## config.mk

```make
export PLATFORM = sky130hd
export DESIGN_NAME = utmi_data_handshake
export DESIGN_NICKNAME = d
export VERILOG_FILES = /design/src/logic/utmi_hs_pkg.sv /design/src/logic/utmi_data_handshake.sv
export SDC_FILE = /design/constraint.sdc
export NUM_CORES = 1
export LEC_CHECK = 0
export ABC_AREA = 1
export BUFFER_PORTS_ARGS = -buffer_cell sky130_fd_sc_hd__buf_4
export CAP_MARGIN = 20
export CORE_UTILIZATION = 42
export DETAILED_ROUTE_END_ITERATION = 10
export PLACE_DENSITY_LB_ADDON = 0.05
export SYNTH_ARGS = -nofsm -noshare
export SYNTH_HDL_FRONTEND = slang
export SYNTH_SLANG_ARGS = --single-unit
```

## constraint.sdc

```tcl
create_clock -name CORE_CLK -period 1.6 [get_ports CORE_CLK]
set_input_delay 0.08 -clock CORE_CLK [delete_from_list [all_inputs] [get_ports CORE_CLK]]
set_output_delay 0.08 -clock CORE_CLK [all_outputs]
set_load 0.02 [all_outputs]
```

## src/logic/utmi_hs_pkg.sv

```systemverilog
// Constants and carrier types for the parallel data handshake block.
//
// Notes on behaviour
// - Transmit ready says data was captured and the next transfer may follow.
// - Transmit valid high: device releases the 16-bit bus, link drives it.
// - Transmit low, receive valid high: device drives bus and qualifier.
// - Receive active rises at packet start, falls after end of packet.
// - Receive error is 1 on error, else 0, timed with the receive data.
package utmi_hs_pkg;

    localparam int unsigned DATA_W = 16;
    localparam int unsigned BYTE_W = 8;

    localparam logic [DATA_W-1:0] DATA_RST = 16'h0000;
    localparam logic [DATA_W-1:0] DIR_IN = 16'h0000;
    localparam logic [DATA_W-1:0] DIR_OUT = 16'hFFFF;

    // One word of transmit or receive data with its high byte qualifier.
    typedef struct packed {
        logic [DATA_W-1:0] data;
        logic high_valid;
    } word_t;

    localparam word_t WORD_RST = '{data: DATA_RST, high_valid: 1'b0};

endpackage

```

## src/logic/utmi_data_handshake.sv

```systemverilog
// Transceiver-side transmit/receive handshake of the 16-bit data bus.
`timescale 1ns/1ps

module utmi_data_handshake (
    input wire logic CORE_CLK,
    input wire logic RST_N,
    // Link side of the shared bus.
    input wire logic TXVALID,
    output logic TXREADY,
    input wire logic [utmi_hs_pkg::DATA_W-1:0] DATA_I,
    output logic [utmi_hs_pkg::DATA_W-1:0] DATA_O,
    output logic [utmi_hs_pkg::DATA_W-1:0] DATA_OE,
    input wire logic VALIDH_I,
    output logic VALIDH_O,
    output logic VALIDH_OE,
    output logic RXVALID,
    output logic RXACTIVE,
    output logic RXERROR,
    // Core side: transmit holding register drain.
    input wire logic TX_TAKE,
    output utmi_hs_pkg::word_t TX_WORD,
    output logic TX_FULL,
    // Core side: receive state machine.
    input wire logic RX_SOP,
    input wire logic RX_EOP,
    input wire logic RX_LOAD,
    input wire utmi_hs_pkg::word_t RX_WORD,
    input wire logic RX_ERR
);

    ////////////////////////////////////////////////////////////////////////
    // Lane view of the data pins.

    // A lane is one byte of the bus; lane 0 is the low byte, which is
    // valid in every transfer, and the qualifier speaks for the rest.
    localparam int unsigned byte_w = utmi_hs_pkg::BYTE_W;
    localparam int unsigned lane_count = utmi_hs_pkg::DATA_W / byte_w;

    typedef logic [lane_count-1:0][byte_w-1:0] lanes_t;

    localparam lanes_t lane_rst = utmi_hs_pkg::DATA_RST;

    lanes_t data_in_lanes;

    assign data_in_lanes = DATA_I;

    // Only the transmit side packs lanes and qualifier into a word; receive
    // reads the fields of RX_WORD by name. One function keeps the bit order.
    function automatic utmi_hs_pkg::word_t pack_word(input lanes_t lanes,
                                                     input logic high);
        return '{data: lanes, high_valid: high};
    endfunction

    ////////////////////////////////////////////////////////////////////////
    // Transmit holding register.

    logic tx_capture;
    logic tx_full_q;
    logic tx_full_d;
    logic tx_high_q;
    lanes_t tx_lane_q;

    // Ready while transmit valid is high and the holding register is empty or the core drains it this cycle, so a capture and the
    // core's drain of the previous word can share a cycle without loss.
    assign TXREADY = TXVALID && (!tx_full_q || TX_TAKE);
    assign tx_capture = TXREADY;

    // Both lanes load on every capture; after a low-byte-only transfer the
    // high lane holds bus noise, which the qualifier marks as unused.
    for (genvar lane = 0; lane < lane_count; lane++) begin : g_tx_lane
        always_ff @(posedge CORE_CLK or negedge RST_N) begin
            if (!RST_N) begin
                tx_lane_q[lane] <= lane_rst[lane];
            end else if (tx_capture) begin
                tx_lane_q[lane] <= data_in_lanes[lane];
            end
        end
    end

    // The qualifier is taken on the same edge as the lanes, so the byte
    // count belongs to exactly that transfer.
    always_ff @(posedge CORE_CLK or negedge RST_N) begin
        if (!RST_N) begin
            tx_high_q <= utmi_hs_pkg::WORD_RST.high_valid;
        end else if (tx_capture) begin
            tx_high_q <= VALIDH_I;
        end
    end

    // Capture wins over a drain in the same cycle: the new word lands in
    // the register that the drain has just emptied.
    always_comb begin
        tx_full_d = tx_full_q;
        if (tx_capture) begin
            tx_full_d = 1'b1;
        end else if (TX_TAKE) begin
            tx_full_d = 1'b0;
        end
    end

    always_ff @(posedge CORE_CLK or negedge RST_N) begin
        if (!RST_N) begin
            tx_full_q <= 1'b0;
        end else begin
            tx_full_q <= tx_full_d;
        end
    end

    assign TX_WORD = pack_word(tx_lane_q, tx_high_q);
    assign TX_FULL = tx_full_q;

    ////////////////////////////////////////////////////////////////////////
    // Receive holding register and status.

    logic rx_valid_q;
    logic rx_valid_d;
    logic rx_active_q;
    logic rx_active_d;
    logic rx_error_q;
    logic rx_error_d;
    logic rx_high_q;
    lanes_t rx_load_lanes;
    lanes_t rx_lane_q;

    assign rx_load_lanes = RX_WORD.data;

    // The link unloads every valid word on the edge, so a word stands one
    // cycle unless the receive machine loads again.
    always_comb begin
        rx_valid_d = RX_LOAD;
    end

    always_ff @(posedge CORE_CLK or negedge RST_N) begin
        if (!RST_N) begin
            rx_valid_q <= 1'b0;
        end else begin
            rx_valid_q <= rx_valid_d;
        end
    end

    // The lanes keep their value after the valid pulse, so the pins stay
    // quiet while the bus is released.
    for (genvar lane = 0; lane < lane_count; lane++) begin : g_rx_lane
        always_ff @(posedge CORE_CLK or negedge RST_N) begin
            if (!RST_N) begin
                rx_lane_q[lane] <= lane_rst[lane];
            end else if (RX_LOAD) begin
                rx_lane_q[lane] <= rx_load_lanes[lane];
            end
        end
    end

    // The qualifier travels with the word it belongs to.
    always_ff @(posedge CORE_CLK or negedge RST_N) begin
        if (!RST_N) begin
            rx_high_q <= utmi_hs_pkg::WORD_RST.high_valid;
        end else if (RX_LOAD) begin
            rx_high_q <= RX_WORD.high_valid;
        end
    end

    // Start of packet wins over end of packet in the same cycle.
    always_comb begin
        rx_active_d = rx_active_q;
        if (RX_SOP) begin
            rx_active_d = 1'b1;
        end else if (RX_EOP) begin
            rx_active_d = 1'b0;
        end
    end

    always_ff @(posedge CORE_CLK or negedge RST_N) begin
        if (!RST_N) begin
            rx_active_q <= 1'b0;
        end else begin
            rx_active_q <= rx_active_d;
        end
    end

    // The error flag passes one register, like the data, so both reach
    // the link on the same edge.
    always_comb begin
        rx_error_d = RX_ERR;
    end

    always_ff @(posedge CORE_CLK or negedge RST_N) begin
        if (!RST_N) begin
            rx_error_q <= 1'b0;
        end else begin
            rx_error_q <= rx_error_d;
        end
    end

    assign RXVALID = rx_valid_q;
    assign RXACTIVE = rx_active_q;
    assign RXERROR = rx_error_q;

    ////////////////////////////////////////////////////////////////////////
    // Bus direction.

    logic drive_bus;

    // Direction follows the live transmit valid, so the device lets go of
    // the bus in the very cycle in which the link starts to transmit.
    function automatic logic device_drives(input logic tx_valid,
                                           input logic rx_valid);
        return !tx_valid && rx_valid;
    endfunction

    assign drive_bus = device_drives(TXVALID, rx_valid_q);

    // One enable per line, as each pad has its own output buffer.
    for (genvar pin_i = 0; pin_i < utmi_hs_pkg::DATA_W; pin_i++) begin : g_oe
        assign DATA_OE[pin_i] = drive_bus ? utmi_hs_pkg::DIR_OUT[pin_i]
                                          : utmi_hs_pkg::DIR_IN[pin_i];
    end

    assign VALIDH_OE = device_drives(TXVALID, rx_valid_q);
    assign DATA_O = rx_lane_q;
    assign VALIDH_O = rx_high_q;

endmodule // utmi_data_handshake

```

* Word level (Yosys, flattened, before mapping)
Index checks and enable logic that the tools add are counted.
Operators by class: reductions and logical operators 7, muxes and demuxes 5
Operators by type and width (number):
- $mux W1 | 5
- $reduce_bool A2 Y1 | 2
- $logic_and A1 B1 Y1 | 2
- $logic_not A1 Y1 | 2
- $logic_or A1 B1 Y1 | 1
Storage, ports and cells: output and inout port bits 56, bits in registers 38

* Depth between registers and ports, before layout
Gate-level depths: netlist of the first run.
word-level depth 4, gate-level depth with buffers 6, depth with buffers taken out 5

* Worst setup path after synthesis of the first run
OpenSTA, ideal clock, no wires.
path kind register to output, from reg rx_valid_q (netlist: RXVALID), to out DATA_OE[0] in the netlist's numbering, cell stages (with the launch flop) 4, required time 1520 ps, arrival 1547 ps, slack -27 ps, cells stage by stage dfrtp_1 inv_1 nor2_1 buf_4
Between the ends: word-level cells in the longest chain between the ends 2
Ends and longest elaborated chain:
- start, declared | RTL line utmi_data_handshake.sv:115 | logic rx_valid_q;
- start signal, assigned | RTL line utmi_data_handshake.sv:137 | rx_valid_q <= rx_valid_d;
- $logic_and A1 B1 Y1
- named net VALIDH_OE | RTL line utmi_data_handshake.sv:15 | output logic VALIDH_OE,
- $mux W1 | RTL line utmi_data_handshake.sv:214 | assign DATA_OE[pin_i] = drive_bus ? utmi_hs_pkg::DIR_OUT[pin_i]
- end, declared | RTL line utmi_data_handshake.sv:12 | output logic [utmi_hs_pkg::DATA_W-1:0] DATA_OE,
The timed path passes the listed nets, and every way through them passes these cells.

* Worst setup path after layout of the first run
from reg rx_valid_q (netlist: RXVALID), to out DATA_OE[8] in the netlist's numbering
Between the ends: word-level cells in the longest chain between the ends 2
Ends and longest elaborated chain:
- $logic_and A1 B1 Y1 | RTL line utmi_data_handshake.sv:207 | return !tx_valid && rx_valid;
- $mux W1 | RTL line utmi_data_handshake.sv:214
No other way between the ends.

==> results.json, run 1 <==
{
  "outcome": "finished clean",
  "syn_to_final_growth_pct": 52.89,
  "drive_above_1_share_pct": 41.11,
  "synth_compound_area_share_pct": 5.697,
  "synth_top_cells_by_count": "sky130_fd_sc_hd__nand2_1, sky130_fd_sc_hd__dfrtp_1, sky130_fd_sc_hd__inv_1",
  "synth-seq-cells": 38,
  "buffer_ports.inserted": 97,
  "clock_sink_count": 38,
  "critPathLaunchType": "flop",
  "nets": 311,
  "slew_viol_final": 0,
  "clockRootBuffer": "sky130_fd_sc_hd__clkbuf_8",
  "first_global_vias": 1373,
  "setup_ws_ns": 0.1612,
  "fin_skew_ns": 0.006203,
  "setup_violations": 0,
  "layout_worst_path_cycle_share_pct": 89.93,
  "viasPerCell": 4.396,
  "critical_path_class": "flop to primary output",
  "ys.warnings.count": 0,
  "numCtsBuffers": 5,
  "power.share.clock_pct": 27.2,
  "rows": 22,
  "dominantRegCellSynth": "sky130_fd_sc_hd__dfrtp_1",
  "dp_cells": 295,
  "finalSetupTns_ns": 0,
  "period_needed_ns": 1.439,
  "number_of_library_cell_types_mapped_by_synthesis": 14,
  "combinational_family_with_the_most_area_after_synthesis": "simple AND/OR/NAND/NOR gates",
  "synthesis.instances": 173,
  "internal_power_w": 0.001713,
  "timing.critical_path.max_delay_family": "simple AND/OR/NAND/NOR gates",
  "synth_sequential_area_ratio_pct": 58.51,
  "synth_edf_count": 0,
  "fp.dieArea_um2": 4122,
  "dp.final_hpwl_um": 2363,
  "drt_pre_antenna_iters": 4,
  "floorplan.initialDensity_pct": 44.06,
  "finalNonFillerCells": 318,
  "yosys.cell_count.top_type": "sky130_fd_sc_hd__nand2_1",
  "fmaxAchievable_mhz": 695.0,
  "min-delay-start": "RX_WORD[5]",
  "insertion_delay_ns": 0.29,
  "max_slew_margin_pct": 62.46,
  "seq_power_share_pct": 46.0,
  "synth_area_in_simple_gates_pct": 19.86,
  "power_per_cell_area_nw_per_um2": 985.2,
  "clock_tree_from_tritoncts": "done",
  "cp-end-kind": "primary output",
  "critPathRequiredTime_ns": 1.52,
  "fp.dieW_um": 64.21,
  "yosys.area_share.adder_pct": 0,
  "dp_worst_setup_slack_ns": 0.4411,
  "antenna_left": 0,
  "number_of_nets_in_the_synthesized_netlist": 215,
  "htreeDepth": 2,
  "drt_iter0_markers": 23,
  "cap_violations": 0,
  "synth_xor_area_share_pct": 0,
  "r2r-start": "RXACTIVE",
  "cts_resized": 0,
  "core_region_area_um2": 3689,
  "critPathSlowestCell": "sky130_fd_sc_hd__nor2_2",
  "power.switching_fraction_pct": 30.02,
  "timing.critical_path.slowest_cell_delay_ns": 0.43,
  "finalHoldViolations": 0,
  "gp_congestion": 0.7046,
  "reg2reg_setup_slack_ns": 0.43,
  "timing.critical_path.fanout_max": 17,
  "crit_arrival_ns": 1.36,
  "asr_flop_ratio_synth_pct": 100.0,
  "nFillCells": 321,
  "ir_worst_vdd_v": 0.0004958,
  "insertedDiodeCount": 0,
  "number_of_buffers_and_inverters_on_the_critical_path": 2,
  "yosys-mux-area-fraction_pct": 0,
  "hold_end": "DATA_O[4]",
  "grt_antenna_before_repair": 0,
  "vias": 1398,
  "route.detailed.drc": 0,
  "synth_top_area_share_pct": 58.51,
  "design.portCount": 98,
  "syn_area_um2": 1625,
  "grt_pass1_wl_um": 5989,
  "worstHoldPathType": "primary input to flop",
  "die_height_um": 64.21,
  "synth_top_area_cells": "sky130_fd_sc_hd__dfrtp_1, sky130_fd_sc_hd__nand2_1, sky130_fd_sc_hd__buf_4, sky130_fd_sc_hd__nand3_1, sky130_fd_sc_hd__o21ai_0",
  "synth.avg_cell_area_um2": 9.395,
  "grt_max_degree": 39,
  "r2r_end": "RXACTIVE",
  "gr-usage-all-layers_pct": 19.03,
  "power.static_leakage_nw": 1.378,
  "total_power_w": 0.002448,
  "grt_setup_unrepaired": "no",
  "yosysTopAreaCell": "sky130_fd_sc_hd__dfrtp_1",
  "path_clk_slew_ns": 0.07,
  "finalWirelength_um": 3674,
  "tightestPinTransition_ns": 0.5625,
  "grt_overflow": 0,
  "p_comb_share_pct": 26.8,
  "holdPathStages": 3,
  "power.switching_w": 0.0007348,
  "depth_of_the_worst_register_to_register_path": 3,
  "path_cells": "inv_1, nor2_2, buf_4",
  "max-clock-path-buffers": 2,
  "route.detailed.wl_per_inst_um": 11.55
}
-- what timing repair did --
| action | in CTS | in global routing |
|---|---|---|
| buffers inserted | 0 | 0 |
| endpoints found under the hold margin | 51 | 0 |
| hold buffers | 15 | 0 |
-- power groups by stage --
stage / Sequential (W) / Clock [W] / Combinational [W]
after global placement: 0.00114 / 0 / 0.000624
after CTS: 0.00113 / 0.000684 / 0.000661
after floorplan: 0.00127 / 0 / 0.000217
after global routing: 0.00114 / 0.000724 / 0.000712
final: 0.00113 / 0.000666 / 0.000656
after detailed placement: 0.00114 / 0 / 0.000633
-- cell families (layout without fill, tap and decap cells) --
| group | after synthesis | after routing |
|---|---|---|
| simple gates | 72 | 72 |
| buf+inv | 45 | 142 |
| flops | 38 | 38 |
| compound gates | 18 | 18 |
-- layout by cell type, fill, tap and decap left out, types with 3 or more instances in the layout --
master	n
sky130_fd_sc_hd__nand2_2	3
sky130_fd_sc_hd__buf_4	98
sky130_fd_sc_hd__nand3_1	17
sky130_fd_sc_hd__inv_1	21
sky130_fd_sc_hd__clkbuf_8	6
sky130_fd_sc_hd__dfrtp_1	38
sky130_fd_sc_hd__dlygate4sd3_1	15
sky130_fd_sc_hd__nand2_1	49
sky130_fd_sc_hd__o21ai_0	17
-- metrics by stage --
stage / utilization (%) / hold slack, ns / instance area, um2
after global routing: 67.37 / 0.01294 / 2485
after detailed placement: 60.82 / 0.07318 / 2243
after floorplan: - / -0.2156 / 1628
after CTS: 67.37 / 0.001796 / 2485
after global placement: 60.82 / 0.07396 / 2243
final: 67.37 / 0.005975 / 2485
-- sequential cells by signal, indices dropped and copies added, names as in the netlist --
signal,cells
RXVALID,1
RXERROR,1
VALIDH_O,1
RXACTIVE,1
DATA_O,16
TX_FULL,1
tx_high_q,1
TX_WORD,16
-- metal layers --
metal | track usage [%] | up-vias | wire (um)
met3 | 5.357 | 8 | 261
met1 | 20.16 | 631 | 1561
li1 | - | 703 | -
met5 | 0 | - | 0
met4 | 7.500 | 0 | 61
met2 | 35.24 | 56 | 1789
-- worst min-delay path, stage by stage --
cell,delay (ns)
sky130_fd_sc_hd__buf_4,0.08
sky130_fd_sc_hd__nand2_1,0.04
sky130_fd_sc_hd__o21ai_0,0.06
-- cell type report --
type | instances | area (um2) | area share, %
repair buffers | 113 | 885.9 | 35.65
multi-input cells | 90 | 417.9 | 16.82
flip-flops and latches | 38 | 950.9 | 38.27
clock buffers | 7 | 86.33 | 3.474
inverters | 21 | 78.83 | 3.172
well taps | 48 | 60.06 | 2.417
clock inverters | 1 | 5.005 | 0.2014
-- how the worst max path moves through the flow --
stage	from	to	slack (ns)	cells after the start
after floorplan	RXVALID	DATA_OE[0]	0.26	3
final	RXVALID	DATA_OE[8]	0.16	3
after detailed placement	RXVALID	DATA_OE[3]	0.44	3
after global placement	RXVALID	VALIDH_OE	0.52	3
after CTS	RXVALID	DATA_OE[3]	0.12	3
after global routing	RXVALID	DATA_OE[4]	0.04	3
No activity file was read; power rests on OpenSTA's default activity.
==> run 2: changes to the inputs <==
--- a/config.mk
+++ b/config.mk
@@ -5,7 +5,6 @@
 export SDC_FILE = /design/constraint.sdc
 export NUM_CORES = 1
 export LEC_CHECK = 0
-export ABC_AREA = 1
 export BUFFER_PORTS_ARGS = -buffer_cell sky130_fd_sc_hd__buf_4
 export CAP_MARGIN = 20
 export CORE_UTILIZATION = 42
==> results.json, run 2 <==
{
  "combinational_family_with_the_most_area_after_synthesis": "multiplexers",
  "core_region_area_um2": 3468,
  "layout_common_cells": "sky130_fd_sc_hd__buf_4, sky130_fd_sc_hd__dfrtp_1, sky130_fd_sc_hd__mux2_2",
  "numCtsBuffers": 5,
  "synth_edf_count": 0,
  "die_height_um": 63.37,
  "synth-seq-cells": 38,
  "crit_arrival_ns": 1.37,
  "yosys-mux-area-fraction_pct": 26.34,
  "synth_top_area_share_pct": 60.13,
  "gp_congestion": 0.7038,
  "fmaxAchievable_mhz": 690.7,
  "setup_violations": 0,
  "max-clock-path-buffers": 2,
  "tightestPinTransition_ns": 0.5545,
  "max_slew_margin_pct": 62.87,
  "viasPerCell": 4.339,
  "power_per_cell_area_nw_per_um2": 1054,
  "grt_max_degree": 39,
  "power.static_leakage_nw": 1.193,
  "clock_sink_count": 38,
  "synth_compound_area_share_pct": 0.4747,
  "multi_input_comb_area_um2": 465.4,
  "drt_pre_antenna_iters": 3,
  "layout_worst_path_cycle_share_pct": 90.48,
  "path_clk_slew_ns": 0.07,
  "clockRootBuffer": "sky130_fd_sc_hd__clkbuf_8",
  "synth_xor_area_share_pct": 0,
  "first_global_vias": 1095,
  "clock_tree_from_tritoncts": "done",
  "synth_area_in_simple_gates_pct": 2.453,
  "nets": 228,
  "fp.dieArea_um2": 4015,
  "vias": 1011,
  "yosysTopAreaCell": "sky130_fd_sc_hd__dfrtp_1",
  "hold_ws_ns": 0.02189,
  "synthesis.instances": 99,
  "grt_setup_unrepaired": "no",
  "yosys.area_share.adder_pct": 0,
  "nFillCells": 278,
  "worstHoldPathType": "primary input to flop",
  "synth_top_cells_by_count": "sky130_fd_sc_hd__dfrtp_1, sky130_fd_sc_hd__mux2_2, sky130_fd_sc_hd__buf_4",
  "route.detailed.drc": 0,
  "outcome": "finished clean",
  "drt_iter0_markers": 22,
  "critPathLaunchType": "flop",
  "yosys.cell_count.top_type": "sky130_fd_sc_hd__dfrtp_1",
  "antenna_left": 0,
  "drive_above_1_share_pct": 75.40,
  "synth.avg_cell_area_um2": 15.97,
  "number_of_nets_in_the_synthesized_netlist": 141,
  "gr-usage-all-layers_pct": 16.21,
  "insertion_delay_ns": 0.28,
  "floorplan.initialDensity_pct": 45.60,
  "finalHoldViolations": 0,
  "insertedDiodeCount": 0,
  "cp-end-kind": "primary output",
  "critical_path_class": "flop to primary output",
  "asr_flop_ratio_synth_pct": 100.0,
  "grt_pass1_wl_um": 4961,
  "grt_overflow": 0,
  "number_of_library_cell_types_mapped_by_synthesis": 12,
  "cts.repair_timing.setup_buffer_count": 0,
  "route.detailed.wl_per_inst_um": 13.12,
  "synth_top_area_cells": "sky130_fd_sc_hd__dfrtp_1, sky130_fd_sc_hd__mux2_2, sky130_fd_sc_hd__buf_4, sky130_fd_sc_hd__mux2_4, sky130_fd_sc_hd__buf_12",
  "ir_worst_vdd_v": 0.0006182,
  "critPathRequiredTime_ns": 1.52,
  "dominantRegCellSynth": "sky130_fd_sc_hd__dfrtp_1",
  "syn_to_final_growth_pct": 47.39,
  "finalSetupTns_ns": 0,
  "fin_skew_ns": 0.003602,
  "finalWirelength_um": 3056,
  "htreeDepth": 2,
  "syn_area_um2": 1582,
  "cap_violations": 0,
  "timing.critical_path.fanout_max": 17,
  "synth_sequential_area_ratio_pct": 60.13,
  "grt_antenna_before_repair": 0,
  "design.portCount": 98,
  "register_area_um2": 950.9,
  "reg2reg_setup_slack_ns": 0.40,
  "slew_viol_final": 0,
  "fp.dieW_um": 63.37,
  "buffer_ports.inserted": 97,
  "ys.warnings.count": 0,
  "period_needed_ns": 1.448,
  "commonest_non_fill_non_tap_cell_in_the_layout": "sky130_fd_sc_hd__buf_4",
  "rows": 21
}
[run 2: routing by layer]
layer | global-route usage [%] | wire, um
met1 | 18.36 | 1265
met2 | 27.26 | 1472
met5 | 0 | 0
met3 | 4.891 | 264
met4 | 8.523 | 53
[run 2: cell type report]
| cell class | instances | area share (%) |
|---|---|---|
| clock buffers | 7 | 3.704 |
| clock inverters | 1 | 0.2147 |
| inverters | 2 | 0.3221 |
| multi-input cells | 39 | 19.97 |
| flip-flops and latches | 38 | 40.79 |
| well taps | 46 | 2.469 |
| repair buffers | 100 | 32.53 |
[run 2: power breakdown]
group          internal, W  switching (W)
combinational     0.000353       0.000314
sequential         0.00107      0.0000613
clock             0.000347       0.000308
[run 2: logic make-up (layout without fill, tap and decap cells)]
kind of cell	Yosys count	after routing
AO/OA/AOI/OAI	1	1
buffers and inverters	22	110
flip-flops	38	38
multiplexers	34	34
AND/OR/NAND/NOR	4	4
[run 2: what timing repair did]
item                      4_1_cts  5_1_grt
hold endpoints to repair       40        0
gates resized for setup         0        0
hold buffers                    3        0
[run 2: path summary, 6_finish.rpt]
kind | startpoint | to | cells after the start
setup reg to reg | TX_FULL | TX_WORD[5] | 3
setup / recovery | RXVALID | DATA_OE[8] | 2
max in group asynchronous | RST_N | TX_WORD[5] | 2
min in group asynchronous | RST_N | DATA_O[10] | 2
hold reg to reg | RXACTIVE | RXACTIVE | 1
hold / removal | DATA_I[13] | TX_WORD[14] | 2
[run 2: stage by stage]
stage | cell area, um2 | setup WS (ns) | util (%) | instances | total power [W]
2_1_floorplan | 1584 | 0.2512 | - | 99 | 0.001523
3_3_place_gp | 2210 | 0.4357 | 63.71 | 222 | 0.001807
3_5_place_dp | 2210 | 0.4006 | 63.71 | 222 | 0.001823
4_1_cts | 2331 | 0.1179 | 67.21 | 233 | 0.002496
5_1_grt | 2331 | 0.01736 | 67.21 | 233 | 0.002571
6_report | 2331 | 0.1523 | 67.21 | 233 | 0.002456
[run 2: critical path, stage by stage, from the launching register on]
cell and delay, ns:
sky130_fd_sc_hd__dfrtp_1 0.35, sky130_fd_sc_hd__nor2b_2 0.49, sky130_fd_sc_hd__buf_4 0.25
